### src/include/cec_map.vh
// Purpose: register offsets, field positions and reset values for the
//          core event controller and its system interrupt stage
// Assumes: AXI4-Lite, 32-bit data, one aligned word per register
// Notes:   guarded against double inclusion
`ifndef CEC_MAP_VH
`define CEC_MAP_VH

// ------------------------------------------------------------------
// Register byte offsets
// ------------------------------------------------------------------
`define CEC_OFF_LATCH 8'h00
`define CEC_OFF_MASK 8'h04
`define CEC_OFF_PEND 8'h08
`define CEC_OFF_CTRL 8'h0c
`define CEC_OFF_SIC_EN 8'h10
`define CEC_OFF_SIC_STAT 8'h14
`define CEC_OFF_SIC_WAKE 8'h18
`define CEC_OFF_ASSIGN0 8'h20

// ------------------------------------------------------------------
// Fields and reset values
// ------------------------------------------------------------------
`define CEC_CTRL_GEN_BIT 0
`define CEC_CTRL_SUP_BIT 1
`define CEC_LVL_GP_FIRST 7
`define CEC_LVL_RSVD 4
`define CEC_MASK_RST 16'h001f
`define CEC_GP_MASK 16'hff80
`define CEC_ASSIGN_RST 32'h76543210
`define CEC_RESP_OKAY 2'b00
`define CEC_RESP_SLVERR 2'b10

`endif

### src/hw/cec_core_event_ctrl.v
// Purpose: core event controller with a system interrupt stage in front
// Assumes: single clock aclk, synchronous active-low aresetn, ce freezes
// Notes:   registers reached over AXI4-Lite; sequencer on plain ports
//
// Summary of operation
// RULE1 - Sixteen fixed levels, 0 highest; 7 to 15 general purpose.
// RULE2 - Latch, mask and pending registers are sixteen bits, one per level.
// RULE3 - Latch bit sets on capture, clears when the event is accepted.
// RULE4 - Software writes a latch bit only while its mask bit is clear.
// RULE5 - Set mask bit lets the event through; clear bit blocks but latches.
// RULE6 - Mask register is accessible only in supervisor mode.
// RULE7 - Global enable for general levels, set and cleared by instructions.
// RULE8 - Pending bits show serviced or nested events; read-only, supervisor.
// RULE9 - Stage has three 32-bit control/status registers, bit per source.
// RULE10 - Higher priority preempts lower; several routines may be active.
// RULE11 - Peripheral requests routed to general levels via assignment regs.
// RULE12 - Accept best latched unmasked level outranking all pending levels.
// RULE13 - Return clears the highest-priority pending bit.
//
// The address map and the AXI4-Lite interface to the registers were decided locally.
`include "cec_map.vh"
`timescale 1ns/1ps
`default_nettype none

module cec_core_event_ctrl #(
  parameter NSRC = 8
) (
  input wire aclk,
  input wire aresetn,
  input wire ce,
  input wire [31:0] s_axi_awaddr,
  input wire s_axi_awvalid,
  output reg s_axi_awready,
  input wire [31:0] s_axi_wdata,
  input wire [3:0] s_axi_wstrb,
  input wire s_axi_wvalid,
  output reg s_axi_wready,
  output reg [1:0] s_axi_bresp,
  output reg s_axi_bvalid,
  input wire s_axi_bready,
  input wire [31:0] s_axi_araddr,
  input wire s_axi_arvalid,
  output reg s_axi_arready,
  output reg [31:0] s_axi_rdata,
  output reg [1:0] s_axi_rresp,
  output reg s_axi_rvalid,
  input wire s_axi_rready,
  input wire [6:0] core_events,
  input wire [NSRC-1:0] periph_irq,
  input wire supervisor,
  input wire global_irq_on_instr,
  input wire global_irq_off_instr,
  input wire event_return,
  output reg event_take,
  output reg [3:0] event_level
);

  // ----------------------------------------------------------------
  // Helpers
  // ----------------------------------------------------------------
  // Index of the lowest set bit, i.e. highest priority; 4'hf if none
  function [3:0] top_level;
    input [15:0] v;
    integer i;
    begin
      top_level = 4'hf;
      for (i = 15; i >= 0; i = i - 1)
        if (v[i]) top_level = i[3:0];
    end
  endfunction

  // Byte-lane merge for a 32-bit register
  function [31:0] merge;
    input [31:0] old;
    input [31:0] nw;
    input [3:0] st;
    integer b;
    begin
      merge = old;
      for (b = 0; b < 4; b = b + 1)
        if (st[b]) merge[b*8 +: 8] = nw[b*8 +: 8];
    end
  endfunction

  // ----------------------------------------------------------------
  // Input synchronisers for pins and peripheral requests
  // ----------------------------------------------------------------
  reg [6:0] ev_s1_q;
  reg [6:0] ev_s2_q;
  reg [NSRC-1:0] pi_s1_q;
  reg [NSRC-1:0] pi_s2_q;
  reg [6:0] ev_prev_q;

  // Two stages; only the second stage is looked at
  always @(posedge aclk) begin
    if (!aresetn) begin
      ev_s1_q <= 7'h00;
      ev_s2_q <= 7'h00;
      pi_s1_q <= {NSRC{1'b0}};
      pi_s2_q <= {NSRC{1'b0}};
      ev_prev_q <= 7'h00;
    end else if (ce) begin
      ev_s1_q <= core_events;
      ev_s2_q <= ev_s1_q;
      pi_s1_q <= periph_irq;
      pi_s2_q <= pi_s1_q;
      ev_prev_q <= ev_s2_q;
    end
  end

  // ----------------------------------------------------------------
  // State
  // ----------------------------------------------------------------
  reg [15:0] latch_q; // RULE2
  reg [15:0] mask_q;
  reg [15:0] pend_q;
  reg gen_en_q;
  reg [31:0] sic_en_q;
  reg [31:0] sic_stat_q;
  reg [31:0] sic_wake_q;
  reg [4*NSRC-1:0] assign_q;
  reg [31:0] aw_q;
  reg aw_ok_q;
  reg [31:0] wd_q;
  reg [3:0] ws_q;
  reg wd_ok_q;

  // Core edge events: bit k maps to levels 0..3,5,6 (4 reserved)
  wire [15:0] core_rise;
  assign core_rise = {9'h000, ev_s2_q[5:4] & ~ev_prev_q[5:4], 1'b0,
    ev_s2_q[3:0] & ~ev_prev_q[3:0]}; // RULE1

  // Routing of enabled peripheral sources onto general levels
  reg [15:0] gp_req;
  integer s;
  always @* begin
    gp_req = 16'h0000;
    for (s = 0; s < NSRC; s = s + 1)
      if (pi_s2_q[s] && sic_en_q[s])
        gp_req[`CEC_LVL_GP_FIRST + assign_q[s*4 +: 3]] = 1'b1; // RULE11
  end

  // Arbitration: best latched, unmasked, gated level beats pending
  wire [15:0] gate;
  wire [15:0] ready_v;
  wire [3:0] best;
  wire [3:0] cur;
  wire take;
  assign gate = gen_en_q ? 16'hffff : ~`CEC_GP_MASK; // RULE7
  assign ready_v = latch_q & mask_q & gate; // RULE5
  assign best = top_level(ready_v);
  assign cur = top_level(pend_q);
  assign take = (|ready_v) &&
    (pend_q == 16'h0000 || best < cur); // RULE12 RULE10

  // ----------------------------------------------------------------
  // AXI4-Lite write path
  // ----------------------------------------------------------------
  wire do_wr;
  wire [7:0] wa;
  wire sup;
  assign do_wr = aw_ok_q && wd_ok_q && !s_axi_bvalid;
  assign wa = aw_q[7:0];
  assign sup = supervisor;
  reg wr_hit;
  always @* begin
    if (wa == `CEC_OFF_LATCH) wr_hit = 1'b1;
    else if (wa == `CEC_OFF_MASK) wr_hit = sup; // RULE6
    else if (wa == `CEC_OFF_CTRL) wr_hit = 1'b1;
    else if (wa == `CEC_OFF_SIC_EN) wr_hit = 1'b1;
    else if (wa == `CEC_OFF_SIC_WAKE) wr_hit = 1'b1;
    else if (wa >= `CEC_OFF_ASSIGN0 && wa < `CEC_OFF_ASSIGN0 + 8'h04 *
      NSRC[7:0] / 8'h08 && wa[1:0] == 2'b00) wr_hit = 1'b1;
    else wr_hit = 1'b0;
  end

  // Handshake capture and all register updates
  integer k;
  always @(posedge aclk) begin
    if (!aresetn) begin
      s_axi_awready <= 1'b0;
      s_axi_wready <= 1'b0;
      s_axi_bvalid <= 1'b0;
      s_axi_bresp <= `CEC_RESP_OKAY;
      aw_ok_q <= 1'b0;
      wd_ok_q <= 1'b0;
      aw_q <= 32'h00000000;
      wd_q <= 32'h00000000;
      ws_q <= 4'h0;
      latch_q <= 16'h0000;
      mask_q <= `CEC_MASK_RST;
      pend_q <= 16'h0000;
      gen_en_q <= 1'b0;
      sic_en_q <= 32'h00000000;
      sic_stat_q <= 32'h00000000;
      sic_wake_q <= 32'h00000000;
      assign_q <= {(NSRC/8){`CEC_ASSIGN_RST}};
      event_take <= 1'b0;
      event_level <= 4'h0;
    end else if (ce) begin
      s_axi_awready <= !aw_ok_q && s_axi_awvalid && !s_axi_awready;
      s_axi_wready <= !wd_ok_q && s_axi_wvalid && !s_axi_wready;
      if (s_axi_awvalid && s_axi_awready) begin
        aw_q <= s_axi_awaddr;
        aw_ok_q <= 1'b1;
      end
      if (s_axi_wvalid && s_axi_wready) begin
        wd_q <= s_axi_wdata;
        ws_q <= s_axi_wstrb;
        wd_ok_q <= 1'b1;
      end
      if (s_axi_bvalid && s_axi_bready) s_axi_bvalid <= 1'b0;
      // Peripheral status is raw request state per source
      sic_stat_q <= {{(32-NSRC){1'b0}}, pi_s2_q}; // RULE9
      // Global enable instructions; off wins if both
      if (global_irq_off_instr) gen_en_q <= 1'b0; // RULE7
      else if (global_irq_on_instr) gen_en_q <= 1'b1; // RULE7
      // Register writes go first so hardware events below win
      if (do_wr) begin
        aw_ok_q <= 1'b0;
        wd_ok_q <= 1'b0;
        s_axi_bvalid <= 1'b1;
        s_axi_bresp <= wr_hit ? `CEC_RESP_OKAY : `CEC_RESP_SLVERR;
        if (wa == `CEC_OFF_LATCH) begin
          // Masked bits only; the reserved level can never be set
          for (k = 0; k < 16; k = k + 1)
            if (!mask_q[k] && ws_q[k/8] && k != `CEC_LVL_RSVD)
              latch_q[k] <= wd_q[k]; // RULE4 RULE1
        end else if (wa == `CEC_OFF_MASK && sup) begin
          mask_q[7:0] <= ws_q[0] ? wd_q[7:0] : mask_q[7:0]; // RULE6
          mask_q[15:8] <= ws_q[1] ? wd_q[15:8] : mask_q[15:8];
        end else if (wa == `CEC_OFF_CTRL) begin
          if (ws_q[0]) gen_en_q <= wd_q[`CEC_CTRL_GEN_BIT];
        end else if (wa == `CEC_OFF_SIC_EN) begin
          sic_en_q <= merge(sic_en_q, wd_q, ws_q); // RULE9
        end else if (wa == `CEC_OFF_SIC_WAKE) begin
          sic_wake_q <= merge(sic_wake_q, wd_q, ws_q); // RULE9
        end else if (wr_hit) begin
          assign_q[(wa - `CEC_OFF_ASSIGN0) * 8 +: 32] <=
            merge(assign_q[(wa - `CEC_OFF_ASSIGN0) * 8 +: 32], wd_q,
            ws_q); // RULE11
        end
      end
      // Capture sets, acceptance clears; a new capture beats the clear
      for (k = 0; k < 16; k = k + 1) begin
        if (take && best == k[3:0]) latch_q[k] <= 1'b0; // RULE3
        if (core_rise[k] || gp_req[k]) latch_q[k] <= 1'b1; // RULE3
      end
      // Pending: return clears top bit, acceptance sets new one
      for (k = 0; k < 16; k = k + 1) begin
        if (event_return && pend_q != 16'h0000 && cur == k[3:0])
          pend_q[k] <= 1'b0; // RULE13
        if (take && best == k[3:0]) pend_q[k] <= 1'b1; // RULE8 RULE12
      end
      event_take <= take;
      event_level <= take ? best : event_level;
    end
  end

  // ----------------------------------------------------------------
  // AXI4-Lite read path
  // ----------------------------------------------------------------
  wire [7:0] ra;
  assign ra = s_axi_araddr[7:0];
  always @(posedge aclk) begin
    if (!aresetn) begin
      s_axi_arready <= 1'b0;
      s_axi_rvalid <= 1'b0;
      s_axi_rdata <= 32'h00000000;
      s_axi_rresp <= `CEC_RESP_OKAY;
    end else if (ce) begin
      s_axi_arready <= s_axi_arvalid && !s_axi_arready && !s_axi_rvalid;
      if (s_axi_rvalid && s_axi_rready) s_axi_rvalid <= 1'b0;
      if (s_axi_arvalid && s_axi_arready) begin
        s_axi_rvalid <= 1'b1;
        s_axi_rresp <= `CEC_RESP_OKAY;
        s_axi_rdata <= 32'h00000000;
        if (ra == `CEC_OFF_LATCH) s_axi_rdata <= {16'h0000, latch_q};
        else if (ra == `CEC_OFF_MASK && sup)
          s_axi_rdata <= {16'h0000, mask_q}; // RULE6
        else if (ra == `CEC_OFF_PEND && sup)
          s_axi_rdata <= {16'h0000, pend_q}; // RULE8
        else if (ra == `CEC_OFF_CTRL)
          s_axi_rdata <= {30'h00000000, sup, gen_en_q};
        else if (ra == `CEC_OFF_SIC_EN) s_axi_rdata <= sic_en_q;
        else if (ra == `CEC_OFF_SIC_STAT) s_axi_rdata <= sic_stat_q;
        else if (ra == `CEC_OFF_SIC_WAKE) s_axi_rdata <= sic_wake_q;
        else if (ra >= `CEC_OFF_ASSIGN0 && ra < `CEC_OFF_ASSIGN0 + 8'h04 *
          NSRC[7:0] / 8'h08 && ra[1:0] == 2'b00)
          s_axi_rdata <= assign_q[(ra - `CEC_OFF_ASSIGN0) * 8 +: 32];
        else s_axi_rresp <= `CEC_RESP_SLVERR;
      end
    end
  end

endmodule // cec_core_event_ctrl

`default_nettype wire

### config.mk
export PLATFORM = sky130hd
export DESIGN_NAME = cec_core_event_ctrl
export DESIGN_NICKNAME = d
export VERILOG_FILES = /design/src/hw/cec_core_event_ctrl.v
export VERILOG_INCLUDE_DIRS = /design/src /design/src/include
export SDC_FILE = /design/constraint.sdc
export NUM_CORES = 1
export LEC_CHECK = 0
export BUFFER_PORTS_ARGS = -buffer_cell sky130_fd_sc_hd__buf_2
export CAP_MARGIN = 10
export CORE_MARGIN = 2
export CORE_UTILIZATION = 55
export CTS_CLUSTER_DIAMETER = 150
export CTS_CLUSTER_SIZE = 16
export DETAILED_ROUTE_END_ITERATION = 10
export MAX_ROUTING_LAYER = met4
export PLACE_DENSITY = 0.76
export SLEW_MARGIN = 20
export SYNTH_ARGS = -nofsm -noshare
export SYNTH_HDL_FRONTEND = slang
export SYNTH_SLANG_ARGS = --single-unit
### constraint.sdc
create_clock -name aclk -period 6.8 [get_ports aclk]
set_clock_uncertainty 0.2 [all_clocks]
set_input_delay 0 -clock aclk [delete_from_list [all_inputs] [get_ports aclk]]
set_output_delay 0 -clock aclk [all_outputs]
set_load 0.01 [all_outputs]
==> key figures <==
Logic synthesis
  • Synth Cell Area: 15000 um^2
  • Compound-gate portion of the synthesized area: 21.7%
  • Cell count after synthesis: 1852
  • Synthesized-area fraction occupied by adder cells: 1.17%
  • Synth area leader: dfxtp_1
  • Synth Area in Simple Gates: 22.4%
  • XOR/XNOR share of the synthesized area: 0.292%
  • EDFF count, synth: 0
  • Synth Warn #: 0
  • Post-synthesis mux area share: 12.7%
  • Synth top cells by count: dfxtp_1 (277), nor2_1 (238), nand2_1 (228)
  • Combinational family with the most area after synthesis: simple AND/OR/NAND/NOR gates
  • Flops & latches, synth: 277
  • Ranking of synthesized cells by area: dfxtp_1 (37%), mux2i_1 (11%), nor2_1 (6.0%)
  • Synth Flop Type: dfxtp_1
  • Asr flop ratio synth: 0%
  • Cell with the most instances after synthesis: dfxtp_1
  • Netlist cell types: 83
  • Avg Cell Area, Syn: 8.09 um^2
  • Share of the synthesized area in the top cell type: 37.0%
  • Post-synthesis sequential area ratio: 37.0%

GRT
  • Initial antenna violation count: 3
  • GRT Resource Usage Total: 41.9%
  • Vias in the first global route: 15300
  • First-pass GRT wire length: 89400 um
  • Overflow after GRT: 0
  • Largest net degree at the start of global routing: 96

Clock tree
  • Clock transition at path regs: 0.08 ns
  • CTS H-tree lvls: 1
  • Clock Latency Late Sink: 0.55 ns
  • Total CTS buffers: 21
  • Clock Path Buffers: 3
  • CTS tree: done
  • Clk sinks: 277
  • Clk root buf: clkbuf_16
  • Setup bufs post-CTS: 0

Floorplan
  • Full die area: 28600 um^2
  • Initial Util: 55.7%
  • # IOs: 173
  • Core area: 26900 um^2
  • Die width: 169 um
  • Placement row count: 60
  • Die height: 169 um

Worst setup path
  • R2r setup slk: 1.86 ns
  • Worst setup startpoint: aw_q[1]$_SDFFE_PN0P_
  • Startpoint types: flip-flop
  • Crit Reg-Reg Startpoint: aw_q[1]$_SDFFE_PN0P_
  • RR Endpoint: assign_q[1]$_SDFFE_PN0P_
  • WS Path Type: reg2reg
  • Worst path required time: 7.03 ns
  • CP arrival: 5.17 ns
  • Crit path capture type: flip-flop
  • Highest fanout seen on the critical path: 25
  • R2r worst-path depth: 13

Routing
  • Met1 WL: 24000 um
  • Per-cell routed wire length: 25.1 um
  • DRT iter0 DRCs: 2131
  • Via Count: 16000
  • Final Routed Wirelength: 59600 um
  • Routed wl met2: 24700 um
  • # DRC: 0
  • Pre-antenna DRT Iters: 7
  • ANT nets after route: 0
  • Met3 WL: 8090 um
  • Top sig layer: met4
  • Via density: 6.75

STA
  • Max Fclk: 0.202 GHz
  • Worst Max-Slew Pin Slew: 1.12 ns
  • Final Cycle Share: 72.7%
  • Hold Fails Final Rpt: 0
  • Min Clock Period, post-route: 4.94 ns
  • Fin Setup TNS: 0 ns
  • Slew Limit Headroom: 25.0%
  • RSZ-0062 raised after global routing: false
  • Slew Viols, Final: 0
  • Endpoints failing setup: 0

Cells and area
  • Area Overhead vs Synth: 18.0%
  • Nets: 2169
  • Register Area: 5550 um^2
  • Post-Layout Cell Count: 2372
  • Multi-input logic area: 8760 um^2
  • Fillers: 2214
  • Share of layout cells above drive strength 1: 10.8%

Status
  • Status: completed

Hold path
  • Hold path depth: 4
  • Hold-critical path endpoint: s_axi_rdata[14]$_SDFFE_PN0P_
  • Hold Path Class: in2reg
  • Worst Hold Launch: s_axi_araddr[2]

Power
  • Pleak: 0.00720 uW
  • Power Density: 183 nW/um^2
  • Worst vdd ir: 0.228 mV

Placed design
  • Dpl hpwl: 38900 um
  • Port Buf Inserts: 121
  • Placed cell count: 2196
  • GPL Wtd Cong: 1.04

Flow run
  • Max Cap Viol: 0
per-layer routing:
layer	vias up	track usage [%]
met2	1089	60.0
met1	7614	55.3
met3	194	11.7
li1	7118	-
met4	0	18.1
met5	-	-
sequential cells by signal (all words and copies together) (netlist names), 4 cells and up:
| signal | flops |
|---|---|
| pi_s1_q | 8 |
| sic_en_q | 32 |
| wd_q | 32 |
| sic_stat_q | 8 |
| pi_s2_q | 8 |
| ws_q | 4 |
| ev_s2_q | 6 |
| s_axi_rdata | 32 |
| aw_q | 8 |
| ev_s1_q | 6 |
| mask_q | 16 |
| pend_q | 16 |
| sic_wake_q | 32 |
| latch_q | 16 |
| assign_q | 32 |
| event_level | 4 |
| ev_prev_q | 6 |
cells by family after synthesis:
family | after synthesis
AO/OA/AOI/OAI | 475
XOR/XNOR | 5
adder cells (fa/ha/maj) | 14
buffers and inverters | 172
flip-flops | 277
multiplexers | 186
other | 1
AND/OR/NAND/NOR | 722
where the power goes:
group	internal, uW	switching, uW	total (uW)
clock	556	613	1170
sequential	1650	36.6	1690
combinational	152	230	382
total	2360	879	3240
metrics by stage:
stage                     hold WS, ns  utilization (%)  area [um^2]  worst slack (ns)  total power (uW)
after CTS                     0.00351             65.8        17700              1.93              3200
after global placement         0.0363             58.1        15600              2.13              2030
after detailed placement       0.0400             58.1        15600              1.94              2030
final                          0.0433             65.8        17700              1.86              3240
after global routing           0.0220             65.8        17700              1.47              3310
after floorplan               -0.0640                -        15000              2.64              1920
worst max path at each step:
stage,to,depth (start not counted),slack (ns)
floorplan,assign_q[25]$_SDFFE_PN1P_,17,2.64
global placement,assign_q[1]$_SDFFE_PN0P_,13,2.13
detailed placement,assign_q[1]$_SDFFE_PN0P_,13,1.94
CTS,assign_q[1]$_SDFFE_PN0P_,13,1.93
global route,assign_q[1]$_SDFFE_PN0P_,13,1.47
finish,assign_q[1]$_SDFFE_PN0P_,13,1.86
critical path, stage by stage, from the launching register on:
cell      delay (ns)
dfxtp_1         0.31
buf_4           0.23
inv_1           0.28
ha_1            0.38
nor4b_1         0.75
nand4_1         0.24
inv_1           0.10
ha_1            0.22
nor4b_1         0.22
and4_1          0.27
nand4b_4        0.17
a211oi_4        0.97
o211ai_1        0.21
o32ai_1         0.28
repair_timing:
item,4_1_cts,5_1_grt
resized for setup,0,0
hold buffers,150,0
endpoints found under the hold margin,127,0
setup endpoints to repair,0,0
final cells by class:
class / count / share of cell area [%]
Sequential cell: 277 / 31.4
Inverter: 32 / 0.707
Timing Repair Buffer: 292 / 12.8
Tap cell: 341 / 2.41
Antenna cell: 3 / 0.0424
Clock inverter: 2 / 0.141
Clock buffer: 21 / 2.97
Multi-Input combinational cell: 1404 / 49.5
placed cells by master, fill, tap and decap left out, drive strengths merged, types with 11 or more instances in the layout:
| master | count |
|---|---|
| nand3 | 49 |
| mux2i | 163 |
| a221oi | 30 |
| dfxtp | 277 |
| o221ai | 21 |
| and3 | 11 |
| mux2 | 22 |
| buf | 142 |
| nand2 | 228 |
| nand4 | 13 |
| a22o | 13 |
| ha | 14 |
| o211ai | 22 |
| clkbuf | 21 |
| dlygate4sd3 | 150 |
| o22ai | 49 |
| nand2b | 28 |
| a21oi | 124 |
| a31oi | 15 |
| nor4 | 17 |
| a22oi | 11 |
| o21ai | 76 |
| or3 | 19 |
| nand3b | 11 |
| nor2b | 13 |
| a222oi | 16 |
| nor2 | 241 |
| and2 | 15 |
| a211oi | 17 |
| nor3 | 43 |
| inv | 31 |
Power figures use the tool's default switching activity.
